$ cat src/verilog/codec_ctrl_pkg.sv
/*
 codec control register bank package: addresses, field positions, reset values.
 assumes a 16-bit control word: 7 address bits above 9 data bits.
*/
package codec_ctrl_pkg;
	localparam int WORD_W = 16;
	localparam int ADDR_W = 7;
	localparam int DATA_W = 9;
	localparam int ADDR_MSB = 15;
	localparam int ADDR_LSB = 9;
	localparam int NUM_REGS = 8;
	localparam logic [6:0] left_line_input_ctrl = 7'h00;
	localparam logic [6:0] right_line_input_ctrl = 7'h01;
	localparam logic [6:0] analogue_path_ctrl = 7'h04;
	localparam logic [6:0] digital_path_ctrl = 7'h05;
	localparam int GAIN_LSB = 0;
	localparam int SILENCE_BIT = 7;
	localparam int COPY_BIT = 8;
	localparam int DAC_SEL_BIT = 4;
	localparam int HIGHPASS_BIT = 0;
	localparam int DEEMPH_LSB = 1;
	localparam int DAC_SILENCE_BIT = 3;
	localparam int OFFSET_HOLD_BIT = 4;
	localparam logic [4:0] GAIN_RESET = 5'h17;
	localparam logic SILENCE_RESET = 1'b1;
	localparam logic DAC_SEL_RESET = 1'b0;
	localparam logic HIGHPASS_RESET = 1'b0;
	localparam logic [1:0] DEEMPH_RESET = 2'h0;
	localparam logic DAC_SILENCE_RESET = 1'b1;
	localparam logic OFFSET_HOLD_RESET = 1'b0;
	localparam logic [1:0] DEEMPH_OFF = 2'h0;
	localparam logic [1:0] DEEMPH_32K = 2'h1;
	localparam logic [1:0] DEEMPH_44K1 = 2'h2;
	localparam logic [1:0] DEEMPH_48K = 2'h3;
endpackage

$ cat src/verilog/codec_ctrl_regs.sv
/*
 codec input and path control register bank, written by 16-bit control words.
 assumes the serial front end delivers each decoded word as a one-cycle strobe
 synchronous to sys_clk_in.
*/
// Operation
// - four nine-bit registers, serially writable
// - left gain five bits, resets to 0dB
// - right gain bits 4:0, same code
// - left bit 7 mutes left input
// - right bit 7 mutes right input
// - left write bit 8 copies to right
// - right write bit 8 copies to left
// - analogue bit 4 selects DAC output
// - highpass enable and de-emphasis select
// - digital bit 3 soft-mutes DAC
// - digital bit 4 holds dc offset
// - word: address 15:9, data 8:0
`timescale 1ns/10ps
module codec_ctrl_regs
	import codec_ctrl_pkg::*;
(
	input wire logic sys_clk_in,
	input wire logic srst_in,
	input wire logic wr_strobe_in,
	input wire logic [codec_ctrl_pkg::WORD_W-1:0] wr_word_in,
	output logic [4:0] left_in_gain_out,
	output logic left_in_silence_out,
	output logic [4:0] right_in_gain_out,
	output logic right_in_silence_out,
	output logic dac_to_output_out,
	output logic adc_highpass_on_out,
	output logic [1:0] deemph_rate_sel_out,
	output logic dac_soft_silence_out,
	output logic highpass_offset_hold_out
);
	import codec_ctrl_pkg::*;

	typedef struct packed {
		logic [4:0] left_in_gain;
		logic left_in_silence;
		logic [4:0] right_in_gain;
		logic right_in_silence;
		logic dac_to_output;
		logic adc_highpass_on;
		logic [1:0] deemph_rate_sel;
		logic dac_soft_silence;
		logic highpass_offset_hold;
	} regs_s;

	regs_s state_q;
	regs_s state_d;
	logic [ADDR_W-1:0] addr;
	logic [DATA_W-1:0] data;

	// in_bank lists this bank's addresses for the foreign-write check; the write case decodes them separately; the rest of the map lives elsewhere
	function automatic logic in_bank(input logic [ADDR_W-1:0] reg_addr);
		in_bank = (reg_addr == left_line_input_ctrl) || (reg_addr == right_line_input_ctrl)
			|| (reg_addr == analogue_path_ctrl) || (reg_addr == digital_path_ctrl);
	endfunction

	function automatic regs_s reset_image();
		regs_s img;
		img.left_in_gain = GAIN_RESET;
		img.left_in_silence = SILENCE_RESET;
		img.right_in_gain = GAIN_RESET;
		img.right_in_silence = SILENCE_RESET;
		img.dac_to_output = DAC_SEL_RESET;
		img.adc_highpass_on = HIGHPASS_RESET;
		img.deemph_rate_sel = DEEMPH_RESET;
		img.dac_soft_silence = DAC_SILENCE_RESET;
		img.highpass_offset_hold = OFFSET_HOLD_RESET;
		return img;
	endfunction

	// the copy bits are write actions only; they are not stored in state_q
	assign addr = wr_word_in[ADDR_MSB:ADDR_LSB];
	assign data = wr_word_in[DATA_W-1:0];

	always_comb
	begin
		state_d = state_q;
		if (wr_strobe_in)
		begin
			// bits without a function are dropped; host keeps them zero
			unique case (addr)
				left_line_input_ctrl:
				begin
					state_d.left_in_gain = data[GAIN_LSB +: 5];
					state_d.left_in_silence = data[SILENCE_BIT];
					if (data[COPY_BIT])
					begin
						state_d.right_in_gain = data[GAIN_LSB +: 5];
						state_d.right_in_silence = data[SILENCE_BIT];
					end
				end
				right_line_input_ctrl:
				begin
					state_d.right_in_gain = data[GAIN_LSB +: 5];
					state_d.right_in_silence = data[SILENCE_BIT];
					if (data[COPY_BIT])
					begin
						state_d.left_in_gain = data[GAIN_LSB +: 5];
						state_d.left_in_silence = data[SILENCE_BIT];
					end
				end
				analogue_path_ctrl:
					state_d.dac_to_output = data[DAC_SEL_BIT];
				digital_path_ctrl:
				begin
					state_d.adc_highpass_on = data[HIGHPASS_BIT];
					state_d.deemph_rate_sel = data[DEEMPH_LSB +: 2];
					state_d.dac_soft_silence = data[DAC_SILENCE_BIT];
					state_d.highpass_offset_hold = data[OFFSET_HOLD_BIT];
				end
				// registers outside this bank and unmapped addresses change nothing here
				default: state_d = state_q;
			endcase
		end
	end

	always_ff @(posedge sys_clk_in)
	begin
		if (srst_in)
		begin
			state_q.left_in_gain <= GAIN_RESET;
			state_q.left_in_silence <= SILENCE_RESET;
			state_q.right_in_gain <= GAIN_RESET;
			state_q.right_in_silence <= SILENCE_RESET;
			state_q.dac_to_output <= DAC_SEL_RESET;
			state_q.adc_highpass_on <= HIGHPASS_RESET;
			state_q.deemph_rate_sel <= DEEMPH_RESET;
			state_q.dac_soft_silence <= DAC_SILENCE_RESET;
			state_q.highpass_offset_hold <= OFFSET_HOLD_RESET;
		end
		else
		begin
			state_q <= state_d;
		end
	end

	assign left_in_gain_out = state_q.left_in_gain;
	assign left_in_silence_out = state_q.left_in_silence;
	assign right_in_gain_out = state_q.right_in_gain;
	assign right_in_silence_out = state_q.right_in_silence;
	assign dac_to_output_out = state_q.dac_to_output;
	assign adc_highpass_on_out = state_q.adc_highpass_on;
	assign deemph_rate_sel_out = state_q.deemph_rate_sel;
	assign dac_soft_silence_out = state_q.dac_soft_silence;
	assign highpass_offset_hold_out = state_q.highpass_offset_hold;
endmodule

$ cat config.mk
export PLATFORM = sky130hd
export DESIGN_NAME = codec_ctrl_regs
export DESIGN_NICKNAME = d
export VERILOG_FILES = /design/src/verilog/codec_ctrl_pkg.sv /design/src/verilog/codec_ctrl_regs.sv
export SDC_FILE = /design/constraint.sdc
export NUM_CORES = 1
export LEC_CHECK = 0
export BUFFER_PORTS_ARGS = -buffer_cell sky130_fd_sc_hd__clkbuf_2
export CORE_MARGIN = 2
export CORE_UTILIZATION = 41
export DETAILED_ROUTE_END_ITERATION = 10
export PLACE_DENSITY = 0.7
export SETUP_SLACK_MARGIN = 0.4
export SLEW_MARGIN = 20
export SYNTH_ARGS = -nofsm -noshare
export SYNTH_HDL_FRONTEND = slang
export SYNTH_SLANG_ARGS = --single-unit
$ cat constraint.sdc
create_clock -name sys_clk_in -period 1.6 [get_ports sys_clk_in]
set_clock_uncertainty 0.15 [all_clocks]
set_input_delay 0.16 -clock sys_clk_in [delete_from_list [all_inputs] [get_ports sys_clk_in]]
set_output_delay 0.16 -clock sys_clk_in [all_outputs]
set_load 0.05 [all_outputs]
## After elaboration in Yosys (flattened, before gate mapping)

Cells that the tools add are included.
Widths: inputs -> output; s select.

| storage, ports and cells | value |
|---|---|
| register bits | 18 |
| word-level logic and storage cells | 22 |

| operators by class | value |
|---|---|
| equality and inequality tests | 5 |
| multiplexer cells | 2 |
| reductions and logical operators | 6 |

Operators by type and width:

| operator | count |
|---|---|
| $pmux 12 s2 | 1 |
| $eq 7x3->1 const B | 2 |
| $eq 7x1->1 const B | 1 |
| $logic_not 7->1 | 1 |
| $mux 6 | 1 |
| $reduce_and 3->1 | 2 |
| $ne 2x2->1 const B | 2 |
| $reduce_and 2->1 | 2 |
| $reduce_bool 2->1 | 1 |

## Depth between registers and ports, before layout

| depth | value |
|---|---|
| depth after elaboration | 3 |
| mapped depth | 4 |

## Worst setup path after synthesis

Ideal clock, no wire load.

| timing | value |
|---|---|
| path type | input to register |
| start point | input port wr_word_in[14] in the netlist's numbering |
| end point | register state_q, in the netlist right_in_gain_out[0] |
| setup time | 0.072 ns |
| data arrival time | 1.429 ns |
| path slack | -0.051 ns |
| cell stages on the path | 3 |
| path through | or4b_4 a2111oi_4 mux2i_1 |

| between the ends | value |
|---|---|
| longest elaborated chain between the ends | 3 |

Ends and longest elaborated chain:

| item | line | RTL |
|---|---|---|
| from (decl) | codec_ctrl_regs.sv:26 | `input wire logic [codec_ctrl_pkg::WORD_W-1:0] wr_word_in,` |
| $logic_not 7->1 / $eq 7x1->1 (equally long branches) | codec_ctrl_regs.sv:86 | `unique case (addr)` |
| $ne 2x2->1 (no line) / $reduce_bool 2->1 (equally long branches) | -- |  |
| $reduce_and 3->1 (no line) | -- |  |
| to (signal assigned) | codec_ctrl_regs.sv:138 | `state_q <= state_d;` |
| to (decl) | codec_ctrl_regs.sv:51 | `regs_s state_q;` |

Parallel ways exist; a longest one is shown, timed or not.
A chain may end at the register's enable or synchronous reset.

## Worst setup path in the final report

| timing | value |
|---|---|
| start point | input port wr_word_in[15] in the netlist's numbering |
| end point | register state_q, in the netlist left_in_gain_out[1] |

| between the ends | value |
|---|---|
| longest elaborated chain between the ends | 3 |

Ends and longest elaborated chain:

| item | line |
|---|---|
| $eq 7x1->1 / $logic_not 7->1 (equally long branches) | codec_ctrl_regs.sv:86 |
| $ne 2x2->1 (no line) / $reduce_bool 2->1 (equally long branches) | -- |
| $reduce_and 3->1 (no line) | -- |

Parallel ways exist; a longest one is shown, timed or not.

==> impl_results.md <==
- DIE AREA: 0.002429 sq mm
- Die width: 49.29 um
- FFs w/ async S/R, synth: 0%
- TritonCTS Buffers: 3
- Vias in the first global route: 716
- Max-slew violation count: 0
- Power per Cell Area: 654.8 mW/mm^2
- Commonest cells in the netlist: 18 x dfxtp_1, 18 x mux2i_1, 18 x nor2_1
- Final #Nets: 148
- Post-synth EDFFs: 0
- # IOs: 37
- Final worst slack: 233.5 ps
- Root buf cell: clkbuf_4
- Setup_tns: 0 ps
- Clock transition at the registers of the reported paths: 100 ps
- Setup Viol. Count Final: 0
- # rows: 16
- Final-report hold violation count: 0
- Register area share after synthesis: 42.86%
- Yosys top cell by area: dfxtp_1
- DP HPWL: 1273 um
- CP required: 1670 ps
- Pre-CTS WS: -74.15 ps
- Drc violations: 0
- Clock latency at the later pin of the worst-skew pair: 280 ps
- Antenna violations before repair: 0
- Total track usage: 15.46%
- Layout cells sized above 1: 40.63%
- Vias: 744
- Iter 0 DRT Violations: 8
- TritonCTS clock tree: built
- Worst IR drop on VDD: 495.0 uV
- Worst Setup Path Type: in -> reg
- Initial Util: 43.30%
- Flip-flop and latch count after synthesis: 18
- CP Launch Type: input port
- Top post-synthesis cells by area: dfxtp_1 43%, mux2i_1 21%, nand2b_1 9.7%, nor2_1 8.0%, a2111oi_4 6.5%
- Unrepaired setup endpoints after global routing: yes
- First-pass GRT wire length: 2953 um
- Ys Warns: 0
- Leak: 0.0005361 uW
- ANT nets after route: 0
- WHS Path Cells: 3
- Mapped cell area: 840.8 sq um
- WL/cell: 11.47 um
- Fmax: 0.7318 GHz
- GPL Wtd Cong: 0.6723
- CTS sink cnt: 18
- Grt ovf: 0
- Critical path arrival: 1440 ps
- Max Buffers Root-to-Sink: 2
- Final period util: 85.40%
- Crit path time final: 1366 ps
- Die Y: 49.29 um
- Syn nets: 101
- Post-Synthesis Mean Instance Area: 10.25 sq um
- Synth Flop Type: dfxtp_1
- DRT Wirelength: 1778 um
- Worst slew margin: 69.15%
- Slew @ Worst Pin: 462.7 ps
- Port Buffers: 34
- Routed vias/inst: 4.800
- HP Class: in -> reg
- CP Max Fanout: 4
- Area grow syn2layout: 49.26%
- Yosys cell types: 13
- Core Area: 0.001942 sq mm
- Status: completed
- H-tree levels: 1
- R2R depth: 2
- Largest net degree at the start of global routing: 30
- Antenna cell count: 0
- First drt pass iteration count: 4
- Share of the synthesized area in the top cell type: 42.86%
- CP Capture Type: flip-flop
- Max-cap violations: 0
- Syn Inst Count: 82
- Hold WS: 17.93 ps
-- cell families after synthesis --
logic type      count (synthesis)  share of synthesized area [%]
buf+inv                         6                          2.678
simple gates                   36                          24.41
compound gates                  4                          8.631
flops                          18                          42.86
mux                            18                          21.43
-- cell type report --
| class | instances | area [sq um] |
|---|---|---|
| clock buffers | 4 | 36.28 |
| well taps | 27 | 33.78 |
| flip-flops and latches | 18 | 361.6 |
| inverters | 3 | 11.26 |
| fillers | 177 | 686.9 |
| multi-input cells | 58 | 470.5 |
| repair buffers | 45 | 341.6 |
-- state kept, by name, summed over array words and instances, names as in the netlist --
register	count
highpass_offset_hold_out	1
dac_soft_silence_out	1
right_in_gain_out	5
deemph_rate_sel_out	2
left_in_gain_out	5
dac_to_output_out	1
adc_highpass_on_out	1
left_in_silence_out	1
right_in_silence_out	1
-- metrics by stage --
| step | utilization, % | instance area (sq um) | std cells | power [uW] |
|---|---|---|---|---|
| 3_5_place_dp | 55.41 | 1076 | 144 | 545.0 |
| 6_report | 64.63 | 1255 | 155 | 821.7 |
| 2_1_floorplan | - | 853.3 | 82 | 505.4 |
| 3_3_place_gp | 55.41 | 1076 | 144 | 542.5 |
| 5_1_grt | 64.63 | 1255 | 155 | 865.3 |
| 4_1_cts | 62.89 | 1221 | 154 | 834.3 |
-- worst max-delay path, stage by stage --
cell and delay (ps):
buf_6 90, or4b_4 590, a2111oi_4 360, mux2i_1 230
-- worst paths after layout --
| path | slack, ps | end | startpoint |
|---|---|---|---|
| max reg2reg | 790 | right_in_gain_out[1] | right_in_gain_out[1] |
| min | 20 | left_in_gain_out[4] | wr_word_in[4] |
| min reg2reg | 330 | dac_to_output_out | dac_to_output_out |
| max | 230 | left_in_gain_out[1] | wr_word_in[15] |
-- routing by layer --
metal | up-vias | wire [um] | GRT usage (%)
li1 | 372 | - | -
met2 | 20 | 941 | 27.70
met5 | - | 0 | 0
met3 | 2 | 86 | 1.840
met1 | 350 | 743 | 18.11
met4 | 0 | 8 | 7.143
-- where the power goes --
part	switching, uW	leakage, uW	internal, uW
clock network	133	0.0000210	138
registers	0.809	0.000145	449
logic	52.2	0.000370	48.2
-- placed cells by master (no fill, tap or decap) --
cell           instances
or2_2                  1
a2111oi_4              2
buf_4                 18
clkbuf_2              15
o2111ai_1              1
or4b_4                 1
nor2_1                18
buf_6                  6
nor4_1                 1
nand2b_1              13
nor4_4                 1
dlygate4sd3_1          5
dfxtp_1               17
clkbuf_8               2
inv_1                  3
mux2i_1               18
nor4b_2                1
dfxtp_2                1
clkbuf_4               3
o2111ai_2              1
-- repair_timing --
item	CTS	global route
resized for setup	19	24
hold buffers	5	0
pin swaps	2	1
setup endpoints to repair	30	33
setup buffers	1	1
endpoints found under the hold margin	8	0
Power figures use the tool's default switching activity.
